### config.mk
export PLATFORM = sky130hd
export DESIGN_NAME = sysclk_divider_and_pll_ctrl
export DESIGN_NICKNAME = d
export VERILOG_FILES = /design/src/hdl/clkctl_pkg.sv /design/src/hdl/pll_postdiv.sv /design/src/hdl/sysclk_divider_and_pll_ctrl.sv
export SDC_FILE = /design/constraint.sdc
export NUM_CORES = 1
export LEC_CHECK = 0
export ABC_AREA = 1
export CAP_MARGIN = 30
export CORE_UTILIZATION = 46
export DETAILED_ROUTE_END_ITERATION = 7
export DONT_BUFFER_PORTS = 1
export GPL_ROUTABILITY_DRIVEN = 0
export MAX_ROUTING_LAYER = met4
export RECOVER_POWER = 100
export SLEW_MARGIN = 20
export SYNTH_ARGS = -nofsm -noshare
export SYNTH_HDL_FRONTEND = slang
export SYNTH_SLANG_ARGS = --single-unit
### constraint.sdc
create_clock -name mclk -period 3.5 [get_ports mclk]
set_input_delay 0.35 -clock mclk [delete_from_list [all_inputs] [get_ports mclk]]
set_output_delay 0.35 -clock mclk [all_outputs]
set_load 0.1 [all_outputs]
### src/hdl/clkctl_pkg.sv
/*
 Constants for the system clock divider and PLL control block: register
 offsets, field positions, reset values and timing counts.
 Assumes a 32-bit Avalon-MM slave with word-aligned byte addresses.
*/
// How it works
// - change-enable captured only when all other divider bits are written zero.
// - change-enable clears four cycles after set, or when select is written.
// - rewriting change-enable inside its window neither restarts nor clears it.
// - select code n divides by two to the n, codes 0..8; others reserved.
// - divided clock enable drives the CPU and all synchronous peripherals.
// - select resets to 0000, or 0011 when divide-by-eight fuse is programmed.
// - any select value is accepted later, whatever the fuse.
// - factor changes glitch-free, no period shorter than old or new.
// - new factor active within old period plus one to two new periods.
// - reserved PLL control bits always read zero.
// - input-halve bit passes or halves the prescaled system clock source (select zero); set before enabling.
// - PLL enable starts PLL; with source select set, RC oscillator runs.
// - lock reads one once locked, clears only when enable is cleared.
// - lock stays zero for a settling period after enabling.
// - source select zero feeds prescaled system clock, one the RC oscillator.
// - USB halve bit passes PLL output when zero, halves it when one.
// - timer post-divider: 00 off, 01 by 1, 10 by 1.5, 11 by 2.
// - divide-by-1.5 keeps average duty at fifty percent.
// - frequency codes 3,4,5,7,8,9,10 give 40..96 MHz; others not allowed.
package clkctl_pkg;
   // ----------------------------------------
   // Register map (byte addresses)
   // ----------------------------------------
   localparam logic [3:0] ADDR_DIV_CTRL = 4'h0;
   localparam logic [3:0] ADDR_PLL_CSR = 4'h4;
   localparam logic [3:0] ADDR_PLL_FRQ = 4'h8;
   localparam logic [3:0] ADDR_STATUS = 4'hC;
   // ----------------------------------------
   // Fields
   // ----------------------------------------
   localparam int DIV_CE_BIT = 7;
   localparam int PLL_HALVE_BIT = 4;
   localparam int PLL_EN_BIT = 1;
   localparam int PLL_LOCK_BIT = 0;
   localparam int SRC_SEL_BIT = 7;
   localparam int USB_HALVE_BIT = 6;
   localparam int TM_LSB = 4;
   localparam logic [3:0] SEL_RST_PLAIN = 4'h0;
   localparam logic [3:0] SEL_RST_FUSE = 4'h3;
   localparam logic [3:0] SEL_MAX = 4'h8;
   localparam logic [7:0] FRQ_RST = 8'h04;
   localparam logic [1:0] TM_OFF = 2'h0;
   localparam logic [1:0] TM_DIV1 = 2'h1;
   localparam logic [1:0] TM_DIV15 = 2'h2;
   localparam logic [2:0] CE_WINDOW = 3'h4;
   // ----------------------------------------
   // Timing
   // ----------------------------------------
   localparam int CLK_MHZ = 50;
   localparam int LOCK_TIME_US = 2000;
   localparam int LOCK_CYCLES = LOCK_TIME_US * CLK_MHZ;
   // Edges after reset release before the synchronised fuse level is trusted
   localparam logic [2:0] SYNC_FILL = 3'h4;
endpackage

### src/hdl/pll_postdiv.sv
/*
 Post-dividers fed by the PLL output clock enable: USB halve and
 timer divider (off, 1, 1.5, 2). Runs on mclk with pll_tick as enable.
 Assumes pll_tick is a one-cycle pulse per PLL output period.
*/
`timescale 1ns/1ps
module pll_postdiv (
   input wire logic mclk,
   input wire logic rst,
   input wire logic ce,
   input wire logic pll_tick,
   input wire logic usb_halve,
   input wire logic [1:0] tm_sel,
   output logic usb_tick,
   output logic tm_tick
);
   logic usb_ph_ff;
   logic [1:0] tm_cnt_ff;
   logic usb_ff;
   logic tm_ff;
   wire tm_fire;
   // Divide by 1.5: two outputs every three input periods, even on average
   assign tm_fire = (tm_sel == clkctl_pkg::TM_DIV1) ? 1'b1 :
                    (tm_sel == clkctl_pkg::TM_DIV15) ? (tm_cnt_ff != 2'h2) :
                    (tm_sel == clkctl_pkg::TM_OFF) ? 1'b0 : usb_ph_ff;
   always_ff @(posedge mclk or posedge rst) begin
      if (rst) begin
         usb_ph_ff <= 1'b0;
         tm_cnt_ff <= 2'h0;
         usb_ff <= 1'b0;
         tm_ff <= 1'b0;
      end else if (ce) begin
         usb_ff <= pll_tick & (~usb_halve | usb_ph_ff);
         tm_ff <= pll_tick & tm_fire;
         if (pll_tick) begin
            usb_ph_ff <= ~usb_ph_ff;
            tm_cnt_ff <= (tm_cnt_ff == 2'h2) ? 2'h0 : tm_cnt_ff + 2'h1;
         end
      end
   end
   assign usb_tick = usb_ff;
   assign tm_tick = tm_ff;
endmodule

### src/hdl/sysclk_divider_and_pll_ctrl.sv
/*
 System clock divider with protected change sequence and PLL control/status,
 reached over Avalon-MM. Clock outputs are one-cycle enables on mclk.
 Assumes fuse and pll_ref_ok come from outside the clock domain.
*/
`timescale 1ns/1ps
module sysclk_divider_and_pll_ctrl #(
   parameter int LOCK_CYCLES = clkctl_pkg::LOCK_CYCLES
) (
   input wire logic mclk,
   input wire logic rst,
   input wire logic ce,
   input wire logic [3:0] avs_address,
   input wire logic avs_read,
   input wire logic avs_write,
   input wire logic [31:0] avs_writedata,
   input wire logic [3:0] avs_byteenable,
   output logic [31:0] avs_readdata,
   output logic avs_waitrequest,
   input wire logic divide_by_eight_fuse,
   input wire logic pll_ref_ok,
   output logic sys_clk_en,
   output logic rc_osc_on,
   output logic pll_running,
   output logic pll_tick,
   output logic usb_tick,
   output logic tm_tick
);
   // ----------------------------------------
   // Input synchronisers
   // ----------------------------------------
   logic [2:0] fuse_sync_ff;
   logic [2:0] ref_sync_ff;
   logic fuse_ff;
   logic ref_ff;
   always_ff @(posedge mclk or posedge rst) begin
      if (rst) begin
         fuse_sync_ff <= 3'h0;
         ref_sync_ff <= 3'h0;
         fuse_ff <= 1'b0;
         ref_ff <= 1'b0;
      end else if (ce) begin
         fuse_sync_ff <= {fuse_sync_ff[1:0], divide_by_eight_fuse};
         ref_sync_ff <= {ref_sync_ff[1:0], pll_ref_ok};
         if (fuse_sync_ff[1] == fuse_sync_ff[2]) begin
            fuse_ff <= fuse_sync_ff[2];
         end
         if (ref_sync_ff[1] == ref_sync_ff[2]) begin
            ref_ff <= ref_sync_ff[2];
         end
      end
   end

   // ----------------------------------------
   // Bus decode
   // ----------------------------------------
   typedef enum logic [1:0] {
      BUS_IDLE = 2'b00,
      BUS_ACK = 2'b01
   } bus_state_t;
   bus_state_t bus_ff;
   wire req = avs_read | avs_write;
   wire acc = (bus_ff == BUS_ACK);
   wire wr = acc & avs_write & avs_byteenable[0];
   wire sel_div = (avs_address == clkctl_pkg::ADDR_DIV_CTRL);
   wire sel_csr = (avs_address == clkctl_pkg::ADDR_PLL_CSR);
   wire sel_frq = (avs_address == clkctl_pkg::ADDR_PLL_FRQ);
   wire sel_sta = (avs_address == clkctl_pkg::ADDR_STATUS);
   wire [7:0] wd = avs_writedata[7:0];
   wire wr_div = wr & sel_div;
   wire wr_csr = wr & sel_csr;
   wire wr_frq = wr & sel_frq;
   assign avs_waitrequest = req & ~acc;
   always_ff @(posedge mclk or posedge rst) begin
      if (rst) begin
         bus_ff <= BUS_IDLE;
      end else if (ce) begin
         case (bus_ff)
            BUS_IDLE: bus_ff <= req ? BUS_ACK : BUS_IDLE;
            BUS_ACK: bus_ff <= BUS_IDLE;
            default: bus_ff <= BUS_IDLE;
         endcase
      end
   end

   // ----------------------------------------
   // Divider control word
   // ----------------------------------------
   logic ce_bit_ff;
   logic [2:0] ce_cnt_ff;
   logic [3:0] sel_ff;
   logic [3:0] act_sel_ff;
   logic init_ff;
   logic [2:0] fill_ff;
   logic sel_rsv_ff;
   wire ce_arm = wr_div & wd[clkctl_pkg::DIV_CE_BIT] & (wd[6:0] == 7'h00);
   wire sel_wr = wr_div & ~wd[clkctl_pkg::DIV_CE_BIT] & ce_bit_ff;
   wire sel_rsv = (wd[3:0] > clkctl_pkg::SEL_MAX);
   wire ce_expire = ce_bit_ff & (ce_cnt_ff == clkctl_pkg::CE_WINDOW - 3'h1);
   always_ff @(posedge mclk or posedge rst) begin
      if (rst) begin
         ce_bit_ff <= 1'b0;
         ce_cnt_ff <= 3'h0;
         sel_ff <= clkctl_pkg::SEL_RST_PLAIN;
         init_ff <= 1'b1;
         fill_ff <= 3'h0;
         sel_rsv_ff <= 1'b0;
      end else if (ce) begin
         // Fuse level caught once the synchroniser has filled and settled
         if (init_ff & (fill_ff != clkctl_pkg::SYNC_FILL)) begin
            fill_ff <= fill_ff + 3'h1;
         end
         if (init_ff & (fill_ff == clkctl_pkg::SYNC_FILL) & (fuse_sync_ff[2] == fuse_ff)) begin
            init_ff <= 1'b0;
            sel_ff <= fuse_ff ? clkctl_pkg::SEL_RST_FUSE : clkctl_pkg::SEL_RST_PLAIN;
         end else if (sel_wr) begin
            sel_ff <= wd[3:0];
            sel_rsv_ff <= sel_rsv;
         end
         if (sel_wr | ce_expire) begin
            ce_bit_ff <= 1'b0;
            ce_cnt_ff <= 3'h0;
         end else if (ce_bit_ff) begin
            ce_cnt_ff <= ce_cnt_ff + 3'h1;
         end else if (ce_arm) begin
            ce_bit_ff <= 1'b1;
            ce_cnt_ff <= 3'h0;
         end
      end
   end

   // ----------------------------------------
   // Divider counter and glitch-free switch
   // ----------------------------------------
   // Free counter; the active factor changes only at a terminal count of the
   // old factor, so the next period is a full new period.
   logic [7:0] div_cnt_ff;
   logic en_ff;
   wire [3:0] eff_sel = (act_sel_ff > clkctl_pkg::SEL_MAX) ? clkctl_pkg::SEL_MAX : act_sel_ff;
   wire [7:0] div_mask = 8'((9'h001 << eff_sel) - 9'h001);
   wire div_tc = ((div_cnt_ff & div_mask) == div_mask);
   always_ff @(posedge mclk or posedge rst) begin
      if (rst) begin
         div_cnt_ff <= 8'h00;
         act_sel_ff <= clkctl_pkg::SEL_RST_PLAIN;
         en_ff <= 1'b0;
      end else if (ce) begin
         en_ff <= div_tc;
         if (div_tc) begin
            div_cnt_ff <= 8'h00;
            act_sel_ff <= sel_ff;
         end else begin
            div_cnt_ff <= div_cnt_ff + 8'h01;
         end
      end
   end
   assign sys_clk_en = en_ff;

   // ----------------------------------------
   // PLL control and status
   // ----------------------------------------
   logic halve_ff;
   logic pll_en_ff;
   logic lock_ff;
   logic [31:0] lock_cnt_ff;
   logic [7:0] frq_ff;
   logic [3:0] vco_cnt_ff;
   logic pll_tick_ff;
   logic in_ph_ff;
   wire [3:0] fsel = frq_ff[3:0];
   wire fsel_ok = (fsel == 4'h3) | (fsel == 4'h4) | (fsel == 4'h5) | (fsel == 4'h7) |
                  (fsel == 4'h8) | (fsel == 4'h9) | (fsel == 4'hA);
   // Enable as it will be after this edge, so lock and ticks stop with it
   wire en_nxt = wr_csr ? wd[clkctl_pkg::PLL_EN_BIT] : pll_en_ff;
   always_ff @(posedge mclk or posedge rst) begin
      if (rst) begin
         halve_ff <= 1'b0;
         pll_en_ff <= 1'b0;
         lock_ff <= 1'b0;
         lock_cnt_ff <= 32'h0000_0000;
         frq_ff <= clkctl_pkg::FRQ_RST;
      end else if (ce) begin
         if (wr_csr) begin
            halve_ff <= wd[clkctl_pkg::PLL_HALVE_BIT];
            pll_en_ff <= wd[clkctl_pkg::PLL_EN_BIT];
         end
         if (wr_frq) begin
            frq_ff <= wd;
         end
         if (~en_nxt) begin
            lock_ff <= 1'b0;
            lock_cnt_ff <= 32'h0000_0000;
         end else if (lock_cnt_ff < 32'(LOCK_CYCLES)) begin
            lock_cnt_ff <= lock_cnt_ff + 32'h0000_0001;
         end else if (ref_ff & fsel_ok) begin
            lock_ff <= 1'b1;
         end
      end
   end
   wire src_rc = frq_ff[clkctl_pkg::SRC_SEL_BIT];
   assign rc_osc_on = pll_en_ff & src_rc;
   assign pll_running = pll_en_ff;

   // Modelled PLL output: one tick every (16 - code) input phases
   wire in_tick = src_rc | ~halve_ff | in_ph_ff;
   always_ff @(posedge mclk or posedge rst) begin
      if (rst) begin
         vco_cnt_ff <= 4'h0;
         pll_tick_ff <= 1'b0;
         in_ph_ff <= 1'b0;
      end else if (ce) begin
         in_ph_ff <= ~in_ph_ff;
         pll_tick_ff <= 1'b0;
         if (lock_ff & en_nxt & in_tick) begin
            if (vco_cnt_ff >= 4'hF - fsel) begin
               vco_cnt_ff <= 4'h0;
               pll_tick_ff <= 1'b1;
            end else begin
               vco_cnt_ff <= vco_cnt_ff + 4'h1;
            end
         end
      end
   end
   assign pll_tick = pll_tick_ff;
   wire tick_gate = pll_tick_ff & en_nxt;

   pll_postdiv u_postdiv (
      .mclk(mclk),
      .rst(rst),
      .ce(ce),
      .pll_tick(tick_gate),
      .usb_halve(frq_ff[clkctl_pkg::USB_HALVE_BIT]),
      .tm_sel(frq_ff[clkctl_pkg::TM_LSB +: 2]),
      .usb_tick(usb_tick),
      .tm_tick(tm_tick)
   );

   // ----------------------------------------
   // Read data
   // ----------------------------------------
   logic [31:0] rd_ff;
   wire [7:0] div_rd = {ce_bit_ff, 3'h0, sel_ff};
   wire [7:0] csr_rd = {3'h0, halve_ff, 2'h0, pll_en_ff, lock_ff};
   wire [7:0] sta_rd = {5'h00, sel_rsv_ff, fsel_ok, init_ff};
   wire [7:0] rd_mux = sel_div ? div_rd : sel_csr ? csr_rd : sel_frq ? frq_ff : sel_sta ? sta_rd : 8'h00;
   always_ff @(posedge mclk or posedge rst) begin
      if (rst) begin
         rd_ff <= 32'h0000_0000;
      end else if (ce) begin
         if (avs_read & ~acc) begin
            rd_ff <= {24'h00_0000, rd_mux};
         end
      end
   end
   assign avs_readdata = rd_ff;
endmodule

==> results of run 1 <==
==> logic make-up (layout without fill, tap and decap cells) <==
family                     after synthesis  count (layout)  synth area share, %
AOI/OAI and AO/OA                       46              46                 4.74
xor gates and xnor gates                23              23                 3.80
adders and majority gates               12              12                 2.83
buffers and inverters                  132             116                 11.8
DFF                                     97              97                 45.8
other                                    1              24               0.0707
and+or+nand+nor                        377             377                 30.9
==> final cells by class <==
cell class / count / area share [%]
sequential: 97 / 43.4
multi-input combinational: 482 / 41.1
inverter: 94 / 6.31
clock buffer: 13 / 5.01
tap: 140 / 3.13
timing repair buffer: 6 / 0.649
clock inverter: 3 / 0.380
==> power groups by stage <==
stage	Clock, mW	Combinational [mW]	Sequential, mW
floorplan	0	0.604	1.49
detailed placement	0	0.694	1.51
global route	1.05	0.751	1.50
global placement	0	0.656	1.50
finish	0.993	0.664	1.48
CTS	1.01	0.698	1.49
==> path summary, 6_finish.rpt <==
check,from,endpoint,slack [ps],cells after the start
max in group asynchronous,rst,frq_ff[2],1100,3
worst min-delay path,ce,in_ph_ff,110,1
min in group asynchronous,rst,div_cnt_ff[3],1110,2
worst max register to register,bus_ff[0],u_postdiv.usb_tick,860,7
worst min register to register,in_ph_ff,in_ph_ff,470,1
worst max-delay path,pll_running,rc_osc_on,750,3
==> synth_stat cells, types with 9 or more instances <==
cell type | n | area share (%)
a21oi_1 | 9 | 0.85
o21ai_0 | 27 | 2.5
nand4_1 | 16 | 1.9
ha_1 | 12 | 2.8
nor3_1 | 15 | 1.4
inv_1 | 92 | 6.5
xor2_1 | 18 | 3.0
nor2_1 | 77 | 5.4
nand2_1 | 205 | 15
buf_4 | 25 | 3.5
dfrtp_1 | 95 | 45
nand3_1 | 46 | 4.3
==> metal layers <==
metal	up-vias	wire length [µm]
li1	2104	-
met1	1911	5320
met2	72	4980
met3	13	378
met4	0	152
met5	-	0
==> per-stage QoR <==
stage	setup slack, ps	hold slack, ps	instance area, µm²
after floorplan	620	437	5390
after global placement	756	356	5320
after detailed placement	1400	363	5350
after CTS	1380	93.0	5660
after global routing	621	97.7	5590
final	754	110	5590
==> flip-flops by register name, indices dropped and copies added, names as in the netlist, 2 cells and up <==
signal,cells
act_sel_ff,4
avs_readdata,8
ce_cnt_ff,3
div_cnt_ff,8
fill_ff,3
frq_ff,8
fuse_sync_ff,3
lock_cnt_ff,32
ref_sync_ff,3
sel_ff,4
u_postdiv.tm_cnt_ff,2
vco_cnt_ff,4
==> reports/qor.yml, run 1 <==
finish:
  final_cell_count_no_fill: 835
  fill_cells: 1082
  seq_area_um2: 2430
  fin_nets: 749
  final_util_pct: 50.7
  final_common_cell: "nand2_1"
  multi_input_comb_area_um2: 2300
  antennaDiodeCount: 0
  syn_to_final_growth_pct: 5.45
  layout_common_cells: "nand2_1 (205), dfrtp_1 (95), inv_1 (94)"
  drive_gt1_share_pct: 4.46
global_route:
  use_met2_pct: 32.3
  antenna_found_initial: 0
  grt_pass1_wl_um: 18600
  grt_max_degree: 51
  grtUsageTotal_pct: 20.6
  grt-busiest-layer: "met2"
  gr-usage-met3_pct: 3.44
  grt_use_met1_pct: 27.2
  overflow: 0
  grt_pass1_vias: 3942
critical_path:
  startpoint_type: "flop"
  path_buf_inv: 2
  worstPathArrival_ps: 2400
  max_stage_delay_ps: 950
  path_delay_family: "buffers and inverters"
  crit_chain: "clkbuf_1 -> nand2_1 -> inv_1"
  worst-path-max-fanout: 3
  crit_type: "flop to primary output"
  cp-end-kind: "primary output"
  slowest_stage: "clkbuf_1"
  cp.required_ps: 3150
power_and_ir_drop:
  combinationalPowerShare_pct: 21.1
  powerDensity_nw_per_um2: 561
  leakage_nw: 2.98
  power_mw: 3.14
  power_frac_seq_pct: 47.2
  vdd_drop_max_v: 0.000320
  swShare_pct: 36.8
  power.internal_mw: 1.98
  p_clk_share_pct: 31.6
  switching_power_mw: 1.16
clocking:
  cts_tree: "yes"
  clk_pin_slew_ps: 70
  numCtsBuffers: 9
  clock_path_buffers: 2
  cts_resized: 0
  cts_sinks: 97
  post_cts_buffers: 0
  clk_latency_ps: 340
  cts-root-buf: "clkbuf_16"
  ctsHoldBuffers: 1
  h-tree-depth: 3
synthesis:
  synth_edf_count: 0
  synth_cell_type_count: 35
  synth_seq_cells: 97
  syn_avg_cell_area_um2: 7.71
  netlist_area_um2: 5310
  yosys_warnings: 0
  synthFlopType: "dfrtp_1"
  async_flop_share_pct: 100
  yosysSeqAreaShare_pct: 45.8
  syn_inst: 688
timing:
  rsz0062_at_grt: "false"
  slew_headroom_pct: -30.4
  setup_tns_ps: 0
  timing.final.max_slew_violations: 51
  period_needed_ps: 2750
  hold_viol_final: 0
  max_freq_ghz: 0.364
  tightest_slew_ps: 1950
  fin_skew_ps: 6.00
  setup_viol: 0
  min_period_over_period_pct: 78.4
floorplan:
  fp.dieW_um: 109
  die_h_um: 109
  rows: 38
  io_pins: 86
  dieArea_um2: 12000
  core_um2: 11000
  initial_utilization_pct: 48.1
place:
  hpwl_um: 7690
  port-buffer-count: 0
  dp_cells: 818
drt:
  drt-initial-drc-count: 150
  drc: 0
  drt-vias-per-instance: 4.91
  via_count: 4100
  antenna_left: 0
  drtPass1Iterations: 5
  finalWirelength_um: 10800
  wl_per_cell_um: 13.0
run_status:
  failed_checks: "max-capacitance violations, max-slew violations"
  status: "finished with violations"
hold_path:
  hp-class: "input port to flop"
run:
  maxCapViolCount: 1
(Power assumes the default switching activity.)
==> run 2: changes to the inputs <==
Settings changed: ABC_AREA 1 to 0.
Clock period 3.5 ns to 2.9 ns, I/O delays scaled along.
==> reports/qor.yml, run 2 <==
clocking:
  post_cts_buffers: 0
  clk_pin_slew_ps: 90
  cts_tree: "yes"
  h-tree-depth: 3
  cts-root-buf: "clkbuf_8"
  clk_latency_ps: 370
  numCtsBuffers: 9
  cts_sinks: 97
  clock_path_buffers: 2
hold_path:
  hp-class: "input port to flop"
  min_path_cells: 2
  min_from: "avs_writedata[2]"
global_route:
  antenna_found_initial: 0
  grtUsageTotal_pct: 20.0
  overflow: 0
  grt_max_degree: 77
  grt_pass1_wl_um: 17100
  grt_pass1_vias: 3381
place:
  hpwl_um: 6990
  dp_slack_ps: 287
  dp_cells: 613
  port-buffer-count: 0
synthesis:
  synthFlopType: "dfrtp_1"
  yosys_warnings: 0
  syn_avg_cell_area_um2: 10.2
  synth_seq_cells: 97
  syn_inst: 481
  synth_cell_type_count: 51
  yosysMostFrequentCell: "dfrtp_1"
  synth_top_area_share_pct: 48.4
  async_flop_share_pct: 100
  ys_top_cells_by_count: "dfrtp_1 (95), a21oi_1 (32), o21ai_0 (31), nand2_1 (29), buf_4 (25)"
  netlist_area_um2: 4910
  synth_edf_count: 0
  yosysSeqAreaShare_pct: 49.5
  yosysTopAreaCell: "dfrtp_1"
  synth_area_leaders: "dfrtp_1 (48%), mux2_2 (4.1%), buf_4 (3.8%)"
drt:
  wl_per_cell_um: 15.8
  drt-vias-per-instance: 5.64
  drtPass1Iterations: 4
  drt-initial-drc-count: 195
  via_count: 3560
  antenna_left: 0
  drc: 0
  finalWirelength_um: 9940
timing:
  fin_skew_ps: 8.96
  period_needed_ps: 2640
  rsz0062_at_grt: "false"
  holdWs_ps: 29.7
  max_freq_ghz: 0.379
  hold_viol_final: 0
  tightest_slew_ps: 1400
  slew_headroom_pct: 6.43
  setup_tns_ps: 0
  min_period_over_period_pct: 90.9
  setup_ws_ps: 263
  timing.final.max_slew_violations: 0
  setup_viol: 0
critical_path:
  timing.rr.end: "act_sel_ff[1]"
  startpoint: "pll_running"
  crit_end: "rc_osc_on"
  ff2ff_path_depth: 8
  cp.required_ps: 2610
  crit_type: "flop to primary output"
  worstPathArrival_ps: 2350
  cp-end-kind: "primary output"
  worst-path-max-fanout: 4
  r2r_setup_slack_ps: 280
  startpoint_type: "flop"
  timing.rr.start: "act_sel_ff[3]"
finish:
  regMostFlops: "lock_cnt_ff"
  largest_reg_flops: 32
  antennaDiodeCount: 0
  syn_to_final_growth_pct: 6.42
  final_cell_count_no_fill: 631
  drive_gt1_share_pct: 10.3
  final_common_cell: "dfrtp_1"
  fin_nets: 549
  layout_common_cells: "dfrtp_1 (95), a21oi_1 (32), o21ai_0 (31)"
power_and_ir_drop:
  powerDensity_nw_per_um2: 604
  vdd_drop_max_v: 0.000375
  leakage_nw: 2.35
  power_mw: 3.15
run:
  maxCapViolCount: 0
floorplan:
  fp.dieW_um: 105
  die_h_um: 105
  dieArea_um2: 11100
  io_pins: 86
  core_um2: 10300
  rows: 37
  initial_utilization_pct: 47.5
run_status:
  status: "finished clean"
run 2: cell type report:
type                    instances  area, µm²
clock buffers                   9        124
well taps                     136        170
repair buffers                 16        103
multi-input cells             342       2200
flip-flops and latches         97       2430
inverters                      24       91.3
clock inverters                 7        104
fillers                       969       5100
run 2: critical path, stage by stage, from the launching register on:
cell      delay (ps)
dfrtp_1          360
clkbuf_1        1030
and2_1           260
clkbuf_4         330
run 2: through the flow:
stage / area (µm²) / util, %
global route: 5220 / 50.6
detailed placement: 5030 / 48.8
CTS: 5270 / 51.1
finish: 5220 / 50.6
global placement: 5030 / 48.8
floorplan: 4990 / -
run 2: worst min-delay path by stage:
stage	endpoint	slack [ps]
6_report	frq_ff[2]	30
5_1_grt	ref_sync_ff[2]	20
4_1_cts	in_ph_ff	0.06
3_5_place_dp	lock_cnt_ff[17]	130
3_3_place_gp	lock_cnt_ff[18]	140
2_1_floorplan	frq_ff[2]	400
run 2: power breakdown:
part / switching (mW) / total (mW) / internal, mW
Clock: 0.503 / 0.997 / 0.494
Sequential: 0.156 / 1.61 / 1.46
Combinational: 0.386 / 0.543 / 0.157
Total: 1.04 / 3.15 / 2.11
run 2: logic make-up after synthesis:
| logic type | after synthesis | synth area share, % |
|---|---|---|
| AO/OA/AOI/OAI | 114 | 15.2 |
| buffers and inverters | 65 | 7.09 |
| adder cells (fa/ha/maj) | 12 | 3.06 |
| flip-flops | 97 | 49.5 |
| other | 1 | 0.0764 |
| multiplexers | 24 | 5.76 |
| AND/OR/NAND/NOR | 161 | 18.1 |
| XOR/XNOR | 7 | 1.25 |
run 2: metal layers:
layer / vias to the layer above / share of wire [%] / GRT usage, %
li1: 1722 / - / -
met3: 8 / 3.7 / 5.26
met2: 66 / 47 / 29.7
met1: 1764 / 48 / 27.2
met4: 0 / 1.1 / 5.53
met5: - / 0 / -
run 2: what timing repair did:
item                      CTS  global route
hold buffers                1             1
resized for setup           0             0
hold endpoints to repair   21             1
